<file path="src/hw/scan_port_pkg.sv">
package scan_port_pkg;

    // Register map of the internal register port
    localparam logic [7:0] LINE_CTRL_OFFSET = 8'h04;

    // Write command field positions inside scan_line_control
    localparam int         TCK_FIELD_LSB    = 0;
    localparam int         TMS_FIELD_LSB    = 2;
    localparam int         TDI_FIELD_LSB    = 4;
    localparam int         AUTO_TMS_BIT     = 6;
    localparam int         AUTO_TDI_BIT     = 7;
    localparam logic [5:0] AUTO_TRIGGER     = 6'h3F;

    // Read bit positions inside scan_line_control
    localparam int         RD_TCK_BIT       = 0;
    localparam int         RD_TMS_BIT       = 1;
    localparam int         RD_TDI_BIT       = 2;
    localparam int         RD_TDO_BIT       = 3;

    // Two-bit command encodings; 00 and 11 do nothing
    localparam logic [1:0] CMD_CLEAR        = 2'h1;
    localparam logic [1:0] CMD_SET          = 2'h2;

    // Reset levels of the scan outputs
    localparam logic       TCK_RESET        = 1'h0;
    localparam logic       TMS_RESET        = 1'h1;
    localparam logic       TDI_RESET        = 1'h0;

    // Automatic sequence length in system clock cycles
    localparam int         SEQ_CYCLES       = 4;

    // Driven scan lines, indexed 0 = TCK, 1 = TMS, 2 = TDI
    typedef struct packed {
        logic tdi;
        logic tms;
        logic tck;
    } scan_lines_t;

    typedef enum logic [2:0] {
        SEQ_IDLE  = 3'h0,
        SEQ_LOW   = 3'h1,
        SEQ_DATA  = 3'h2,
        SEQ_HIGH1 = 3'h3,
        SEQ_HIGH2 = 3'h4
    } seq_state_t;

endpackage

</file>
<file path="src/hw/scan_line_port.sv">
`timescale 1ns/100ps
module scan_line_port
(
    // Clock and reset
    input  wire logic                       clk_in,
    input  wire logic                       arst_n_in,
    // Internal register port
    input  wire logic [7:0]                 reg_addr_in,
    input  wire logic                       reg_wr_in,
    input  wire logic                       reg_rd_in,
    input  wire logic [7:0]                 reg_wdata_in,
    output logic      [7:0]                 reg_rdata_out,
    output logic                            seq_busy_out,
    // Control bits held in the control and status register
    input  wire logic                       scan_port_enable_in,
    input  wire logic                       scan_reset_n_in,
    // Scan port pins
    output scan_port_pkg::scan_lines_t      scan_lines_out,
    output logic                            scan_lines_oe_out,
    output logic                            scan_reset_n_out,
    output logic                            scan_reset_n_oe_out,
    input  wire logic                       tdo_in
);

    ////////////////////////////////////////////////////////////////////////////////
    // Declarations

    scan_port_pkg::scan_lines_t lines_q;
    scan_port_pkg::scan_lines_t lines_cmd_d;
    scan_port_pkg::seq_state_t  seq_q;
    logic [1:0]                 auto_data_q;
    logic                       tdo_sync;
    logic                       line_wr;
    logic                       cmd_accept;
    logic                       auto_start;
    logic [2:0]                 lines_vec;
    logic [2:0]                 cmd_vec;
    logic [7:0]                 rdata_d;

    ////////////////////////////////////////////////////////////////////////////////
    // Input synchronisation

    // TDO comes from another board, so it is resynchronised
    scan_sync2 scan_sync2_inst
    (
        .clk_in    (clk_in),
        .arst_n_in (arst_n_in),
        .async_in  (tdo_in),
        .sync_out  (tdo_sync)
    );

    ////////////////////////////////////////////////////////////////////////////////
    // Write decode

    assign line_wr      = reg_wr_in && (reg_addr_in == scan_port_pkg::LINE_CTRL_OFFSET);
    // Writes are dropped while disabled or while a sequence runs
    assign cmd_accept   = line_wr && scan_port_enable_in && (seq_q == scan_port_pkg::SEQ_IDLE);
    // All six command bits high selects the automatic sequence
    assign auto_start   = cmd_accept && (reg_wdata_in[5:0] == scan_port_pkg::AUTO_TRIGGER);
    assign seq_busy_out = (seq_q != scan_port_pkg::SEQ_IDLE);

    assign lines_vec = lines_q;

    // One two-bit command field per line: TCK, TMS, TDI in that order
    genvar gi;
    generate
        for (gi = 0; gi < 3; gi = gi + 1)
        begin : g_line_cmd
            logic [1:0] field;
            assign field = reg_wdata_in[2*gi+1:2*gi];
            // 01 clears, 10 sets, the two other codes keep the line
            assign cmd_vec[gi] = (field == scan_port_pkg::CMD_CLEAR) ? 1'b0 :
                                 (field == scan_port_pkg::CMD_SET)   ? 1'b1 :
                                 lines_vec[gi];
        end
    endgenerate

    assign lines_cmd_d = cmd_vec;

    ////////////////////////////////////////////////////////////////////////////////
    // Automatic clock sequence

    // One state per system clock cycle of the four-cycle sequence
    always_ff @(posedge clk_in or negedge arst_n_in)
    begin
        if (!arst_n_in)
        begin
            seq_q <= scan_port_pkg::SEQ_IDLE;
        end
        else
        begin
            case (seq_q)
                scan_port_pkg::SEQ_IDLE:
                begin
                    if (auto_start)
                    begin
                        seq_q <= scan_port_pkg::SEQ_LOW;
                    end
                end
                scan_port_pkg::SEQ_LOW:   seq_q <= scan_port_pkg::SEQ_DATA;
                scan_port_pkg::SEQ_DATA:  seq_q <= scan_port_pkg::SEQ_HIGH1;
                scan_port_pkg::SEQ_HIGH1: seq_q <= scan_port_pkg::SEQ_HIGH2;
                scan_port_pkg::SEQ_HIGH2: seq_q <= scan_port_pkg::SEQ_IDLE;
                default:                  seq_q <= scan_port_pkg::SEQ_IDLE;
            endcase
        end
    end

    // TMS and TDI levels of the sequence are captured with the triggering write
    always_ff @(posedge clk_in or negedge arst_n_in)
    begin
        if (!arst_n_in)
        begin
            auto_data_q <= 2'h0;
        end
        else if (auto_start)
        begin
            auto_data_q <= {reg_wdata_in[scan_port_pkg::AUTO_TDI_BIT],
                            reg_wdata_in[scan_port_pkg::AUTO_TMS_BIT]};
        end
    end

    ////////////////////////////////////////////////////////////////////////////////
    // Scan line registers

    // Lines move only on an accepted write or a running sequence
    always_ff @(posedge clk_in or negedge arst_n_in)
    begin
        if (!arst_n_in)
        begin
            lines_q.tck <= scan_port_pkg::TCK_RESET;
            lines_q.tms <= scan_port_pkg::TMS_RESET;
            lines_q.tdi <= scan_port_pkg::TDI_RESET;
        end
        else
        begin
            case (seq_q)
                scan_port_pkg::SEQ_IDLE:
                begin
                    if (auto_start)
                    begin
                        // Cycle one of the sequence drops TCK
                        lines_q.tck <= 1'b0;
                    end
                    else if (cmd_accept)
                    begin
                        lines_q <= lines_cmd_d;
                    end
                end
                scan_port_pkg::SEQ_LOW:
                begin
                    // Data is presented in cycle two, while TCK is still low
                    lines_q.tms <= auto_data_q[0];
                    lines_q.tdi <= auto_data_q[1];
                end
                scan_port_pkg::SEQ_DATA:
                begin
                    lines_q.tck <= 1'b1;
                end
                scan_port_pkg::SEQ_HIGH2:
                begin
                    lines_q.tck <= 1'b0;
                end
                default:
                begin
                    lines_q <= lines_q;
                end
            endcase
        end
    end

    ////////////////////////////////////////////////////////////////////////////////
    // Pin drive

    assign scan_lines_out = lines_q;
    // Lines float while the port is disabled so another master may own the chain
    assign scan_lines_oe_out   = scan_port_enable_in;
    assign scan_reset_n_out    = scan_reset_n_in;
    assign scan_reset_n_oe_out = scan_port_enable_in;

    ////////////////////////////////////////////////////////////////////////////////
    // Read back

    always_comb
    begin
        rdata_d = 8'h00;
        if (reg_rd_in && (reg_addr_in == scan_port_pkg::LINE_CTRL_OFFSET))
        begin
            // Live line levels, upper nibble reads zero
            rdata_d[scan_port_pkg::RD_TCK_BIT] = lines_q.tck;
            rdata_d[scan_port_pkg::RD_TMS_BIT] = lines_q.tms;
            rdata_d[scan_port_pkg::RD_TDI_BIT] = lines_q.tdi;
            rdata_d[scan_port_pkg::RD_TDO_BIT] = tdo_sync;
        end
    end

    // Read data is registered; it holds until the next read strobe
    always_ff @(posedge clk_in or negedge arst_n_in)
    begin
        if (!arst_n_in)
        begin
            reg_rdata_out <= 8'h00;
        end
        else if (reg_rd_in)
        begin
            reg_rdata_out <= rdata_d;
        end
    end

endmodule

</file>
<file path="src/hw/scan_sync2.sv">
`timescale 1ns/100ps
module scan_sync2
(
    // Clock and reset
    input  wire logic clk_in,
    input  wire logic arst_n_in,
    // Asynchronous level in, synchronised level out
    input  wire logic async_in,
    output logic      sync_out
);

    logic meta_q;

    // First stage is read only by the second stage
    always_ff @(posedge clk_in or negedge arst_n_in)
    begin
        if (!arst_n_in)
        begin
            meta_q   <= 1'b0;
            sync_out <= 1'b0;
        end
        else
        begin
            meta_q   <= async_in;
            sync_out <= meta_q;
        end
    end

endmodule

</file>
<file path="config.mk">
export PLATFORM = sky130hd
export DESIGN_NAME = scan_line_port
export DESIGN_NICKNAME = d
export VERILOG_FILES = /design/src/hw/scan_port_pkg.sv /design/src/hw/scan_line_port.sv /design/src/hw/scan_sync2.sv
export SDC_FILE = /design/constraint.sdc
export NUM_CORES = 1
export LEC_CHECK = 0
export BUFFER_PORTS_ARGS = -buffer_cell sky130_fd_sc_hd__buf_2
export CAP_MARGIN = 15
export CORE_ASPECT_RATIO = 1.2
export CORE_MARGIN = 3
export CORE_UTILIZATION = 44
export DETAILED_ROUTE_END_ITERATION = 8
export GPL_TIMING_DRIVEN = 0
export HOLD_SLACK_MARGIN = 0.15
export PLACE_DENSITY = 0.77
export RECOVER_POWER = 50
export SLEW_MARGIN = 20
export SYNTH_ARGS = -nofsm -noshare
export SYNTH_HDL_FRONTEND = slang
export SYNTH_SLANG_ARGS = --single-unit
</file>
<file path="constraint.sdc">
create_clock -name clk_in -period 1.7 [get_ports clk_in]
set_clock_uncertainty 0.15 [all_clocks]
set_input_delay 0.255 -clock clk_in [delete_from_list [all_inputs] [get_ports clk_in]]
set_output_delay 0.255 -clock clk_in [all_outputs]
set_load 0.03 [all_outputs]
</file>
### Word-level counts from Yosys, hierarchy flattened

Cells that the tools add are included.
Widths: inputs -> output; s select.

| storage, ports and cells | value |
|---|---|
| bits in registers | 14 |
| output and inout bits | 15 |
| logic and storage cells | 53 |

| operators by class | value |
|---|---|
| equal/unequal tests | 19 |
| multiplexer cells | 14 |
| reduce and logical (&&, ||, !) cells | 12 |

Operator list:

| cell | count |
|---|---|
| $pmux 3 s4 | 1 |
| $eq 8x3->1 const B | 1 |
| $reduce_and 4->1 | 2 |
| $mux 1 | 7 |
| $eq 2x1->1 const B | 3 |
| $eq 2x2->1 const B | 3 |
| $eq 3x2->1 const B | 2 |
| $eq 6x6->1 const B | 1 |
| $mux 3 | 2 |
| $ne 2x2->1 const B | 3 |
| $ne 3x1->1 const B | 2 |
| $reduce_bool 3->1 | 2 |
| $logic_and 1x1->1 | 5 |
| $mux 4 | 1 |
| $ne 4x2->1 const B | 1 |
| $pmux 2 s2 | 1 |
| $eq 3x1->1 const B | 1 |
| $eq 3x3->1 const B | 1 |
| $logic_not 3->1 | 1 |
| $ne 3x3->1 const B | 1 |
| $pmux 1 s3 | 1 |
| $reduce_and 3->1 | 1 |
| $mux 2 | 1 |
| $reduce_bool 2->1 | 1 |

### Depth between registers and ports, before layout

| logic depth | value |
|---|---|
| depth after elaboration | 7 |
| mapped depth | 6 |
| depth with buffers taken out | 6 |

### By module

Synthesis repeated with hierarchy kept, for this count alone.

| unflattened totals | value |
|---|---|
| cell total of the unflattened synthesis | 80 |
| area total of the unflattened synthesis | 777.0 um^2 |

By module, submodules not included:

| module | instances | cells each | area an instance (um^2) |
|---|---|---|---|
| scan_line_port | 1 | 78 | 726.9 |
| scan_sync2 | 1 | 2 | 50.0 |

### Worst setup path before layout

Ideal clock, no wire load.

| timing path | value |
|---|---|
| path kind | input to register |
| from | input reg_addr_in[1] |
| to | register lines_q, in the netlist scan_lines_out[0] |
| setup time | 0.079 ns |
| arrival | 1.438 ns |
| path slack | 0.033 ns |
| stages | 6 |
| buffers on the path | 1 |
| path through | nor4b_2 and4_1 buf_4 a21oi_2 a2111oi_4 mux2i_1 |

| between the ends | value |
|---|---|
| longest elaborated chain between the ends | 7 |
| elaborated cells on any way between the ends | 10 |

Ends and longest elaborated chain:

| item | RTL line | text |
|---|---|---|
| start, declared | scan_line_port.sv:8 | `input wire logic [7:0] reg_addr_in,` |
| $eq 8x3->1 * | scan_line_port.sv:55 | `assign line_wr = reg_wr_in && (reg_addr_in == scan_port_pkg::LINE_CTRL_OFFSET);` |
| $logic_and 1x1->1 * | scan_line_port.sv:55 |  |
| $logic_and 1x1->1 * (2 in series) | scan_line_port.sv:57 | `assign cmd_accept = line_wr && scan_port_enable_in && (seq_q == scan_port_pkg::SEQ_IDLE);` |
| $logic_and 1x1->1 | scan_line_port.sv:59 | `assign auto_start = cmd_accept && (reg_wdata_in[5:0] == scan_port_pkg::AUTO_TRIGGER);` |
| $ne 4x2->1 (no source line) (tied with other cells) | - |  |
| $reduce_and 3->1 (no source line) or $pmux 1 s3 (tied branches) | - |  |
| end signal, assigned | scan_line_port.sv:147 | `lines_q <= lines_cmd_d;` |
| end signal, assigned | scan_line_port.sv:166 | `lines_q <= lines_q;` |
| end, declared | scan_line_port.sv:28 | `scan_port_pkg::scan_lines_t lines_q;` |

Mark *: on every way between the ends. The rest lies on a longest branch, timed or not.
A chain may end at the register's enable or synchronous reset.

### Worst setup path after layout

| timing path | value |
|---|---|
| from | input reg_wdata_in[3] |
| to | register lines_q, in the netlist scan_lines_out[0] |

| between the ends | value |
|---|---|
| longest elaborated chain between the ends | 4 |
| elaborated cells on any way between the ends | 7 |

Ends and longest elaborated chain:

| item | RTL line | text |
|---|---|---|
| start, declared | scan_line_port.sv:11 | `input wire logic [7:0] reg_wdata_in,` |
| $eq 6x6->1 * | scan_line_port.sv:59 |  |
| $logic_and 1x1->1 * | scan_line_port.sv:59 |  |
| $ne 4x2->1 (no source line) (tied with other cells) | - |  |
| $reduce_and 3->1 (no source line) or $pmux 1 s3 (tied branches) | - |  |

Marked as above.

==> impl_metrics.json <==
{
  "status": "finished clean",
  "post_cts_buffers": 0,
  "dp.cells": 133,
  "worstSkewPairLatency_ns": 0.29,
  "clock-sinks": 14,
  "cts_max_level": 1,
  "cp.depth": 7,
  "ios": 38,
  "min_delay_path_depth": 4,
  "slowest_stage": "dlygate4sd3_1",
  "synth_common_cells": "13 x dfrtp_1, 11 x inv_1, 8 x buf_4",
  "via_per_inst": 4.965,
  "start_util_pct": 47.33,
  "grt_use_total_pct": 16.39,
  "syn_area_per_cell_sq_um": 9.712,
  "fmax_mhz": 609.3,
  "finalCriticalPeriod_ns": 1.641,
  "r2r_end": "scan_lines_out[0]$_DFFE_PN0P_",
  "max_stage_delay_ns": 0.52,
  "p_leak_uw": 0.0005341,
  "netlist_area_sq_um": 777.0,
  "num-nets-final": 151,
  "grt_max_degree": 15,
  "end_kind": "flip-flop",
  "startpoint_type": "input port",
  "multiInputGateArea_sq_um": 351.6,
  "routed-via-count": 710,
  "yosysMostFrequentCell": "dfrtp_1",
  "hold_viol_final": 0,
  "hpwl_um": 1351,
  "yosys.area.top_type_share_pct": 41.87,
  "p_per_area_nw_per_um2": 1022,
  "numCtsBuffers": 3,
  "hp-class": "input port to flip-flop",
  "cts_tree": "built",
  "timing.reg2reg.setup_slack_ns": 0.18,
  "path_cells": "dlygate4sd3_1 > buf_2 > nand3_2 > nor2_4 > a21oi_2 > a2111oi_4 > mux2i_1",
  "setup_viol_count_final": 0,
  "async_reset_ff_share_pct": 100.0,
  "clockRootBuffer": "clkbuf_4",
  "clockBufferDepth": 2,
  "synth_cell_types": 26,
  "die_height_um": 52.04,
  "n_fill_cell": 149,
  "fin_cells": 143,
  "final.period_utilization_pct": 96.54,
  "drive_gt1_share_pct": 40.00,
  "worst_pin_slew_ns": 0.7407,
  "cpLargestDelayFamily": "buffers and inverters",
  "reg2reg_from": "seq_q[1]$_DFFE_PN0P_",
  "arrival_ns": 1.71,
  "ys.flop_type": "dfrtp_1",
  "yosysTopAreaCell": "dfrtp_1",
  "holdWs_ns": 0.1700,
  "antenna_found_initial": 0,
  "drv_slew": 0,
  "rsz0062_at_grt": "yes",
  "cap_violations": 0,
  "diodes": 0,
  "cp.buffers_inverters": 2,
  "grt_pass1_vias": 686,
  "ys_warn_count": 0,
  "seqCellArea_sq_um": 352.8,
  "slew_headroom_pct": 50.62,
  "ant_nets": 0,
  "hold_path.startpoint": "reg_wdata_in[2]",
  "drc": 0,
  "synth_edf_count": 0,
  "syn-instance-count": 80,
  "critPathKind": "input port to flip-flop",
  "crit_fanout": 2,
  "ys_ff_latch": 14,
  "drt-total-wl_um": 1705,
  "syn2layout_area_growth_pct": 38.97,
  "core_sq_um": 1642,
  "place_congestion": 0.8033,
  "max-vdd-ir-drop_mv": 0.7079,
  "gr-total-overflow": 0,
  "r2r_cells": 4,
  "path_clk_slew_ns": 0.08,
  "grt_pass1_wl_um": 2753,
  "first_pass_iters": 4,
  "placementRows": 16,
  "first_iter_violations": 7,
  "whs_endpoint": "scan_lines_out[1]$_DFFE_PN1P_",
  "dieWidth_um": 44.36,
  "synth_area_leaders": "dfrtp_1 42%, buf_4 7.7%, inv_1 5.3%",
  "die_area_sq_um": 2308,
  "crit_required_ns": 1.77,
  "wire_per_inst_um": 11.92,
  "synth-seq-area-share_pct": 45.25,
  "port-buffer-count": 32
}
-- through the flow --
stage	TNS [ns]	setup WS (ns)	util (%)	total power, uW	cell area [sq um]
detailed placement	-0.4174	-0.1592	59.15	862.1	970.9
global route	-0.01700	-0.01700	65.78	1168	1080
CTS	0	0.008975	64.71	1079	1062
floorplan	0	0.03280	-	752.5	788.3
finish	0	0.05885	65.78	1104	1080
global placement	-0.3936	-0.1581	59.15	850.7	970.9
-- cell type report --
| class | count | area share, % |
|---|---|---|
| flip-flops and latches | 14 | 32.68 |
| multi-input cells | 48 | 32.56 |
| repair buffers | 38 | 19.93 |
| plain buffers | 10 | 6.489 |
| inverters | 11 | 3.824 |
| clock buffers | 4 | 2.433 |
| well taps | 18 | 2.086 |
-- layout by cell type (no fill, tap or decap), types with 3 or more instances in the layout --
master	n
dlygate4sd3_1	6
clkbuf_1	5
nor2_1	6
buf_4	8
nand2_1	4
nor3_1	3
a21oi_1	3
buf_2	28
clkbuf_4	3
inv_1	11
o22ai_1	4
dfrtp_1	12
conb_1	4
-- cells by family (layout without fill, tap and decap cells) --
family / Yosys count / after routing / share of synthesized area, %
other: 1 / 4 / 0.4826
flip-flops: 14 / 14 / 45.25
multiplexers: 3 / 3 / 4.187
AO/OA/AOI/OAI: 15 / 15 / 15.30
XOR/XNOR: 1 / 1 / 1.127
adder cells (fa/ha/maj): 2 / 2 / 3.220
buffers and inverters: 21 / 63 / 14.01
AND/OR/NAND/NOR: 23 / 23 / 16.42
-- repair_timing --
item | in CTS | in global routing
hold endpoints to repair | 22 | 0
hold buffers | 6 | 0
gates cloned | 0 | 0
pin swaps | 0 | 1
endpoints found under the setup margin | 1 | 6
resized for setup | 1 | 9
-- registers in the layout, summed over array words and instances, names as in the netlist --
name,flops
scan_sync2_inst.meta_q,1
scan_lines_out,3
scan_sync2_inst.sync_out,1
seq_q,3
auto_data_q,2
reg_rdata_out,4
-- worst min-delay path, cell delays in order --
cell     delay [ns]
buf_2          0.11
a31oi_1        0.08
nor2_1         0.08
o31ai_1        0.08
-- power breakdown --
group | internal [uW] | switching [uW] | leakage, uW
Clock | 91.4 | 110 | 0.0000150
Combinational | 195 | 279 | 0.000341
Sequential | 376 | 51.9 | 0.000179
Total | 662 | 441 | 0.000534
-- how the worst max path moves through the flow --
stage	endpoint	start	slack (ns)
finish	scan_lines_out[0]$_DFFE_PN0P_	reg_wdata_in[3]	0.06
global route	scan_lines_out[0]$_DFFE_PN0P_	reg_wdata_in[3]	-0.02
CTS	scan_lines_out[0]$_DFFE_PN0P_	seq_q[1]$_DFFE_PN0P_	0.009
detailed placement	scan_lines_out[0]$_DFFE_PN0P_	reg_addr_in[1]	-0.16
global placement	scan_lines_out[0]$_DFFE_PN0P_	reg_addr_in[1]	-0.16
floorplan	scan_lines_out[0]$_DFFE_PN0P_	reg_addr_in[1]	0.03
-- routing by layer --
metal  vias to the layer above  routed length, um  track usage (%)
met5                         -                  0                0
met4                         0                 40            10.55
met3                         5                 95            2.422
met2                        25                938            29.85
met1                       324                631            16.89
li1                        356                  -                -
Power figures use the tool's default switching activity.
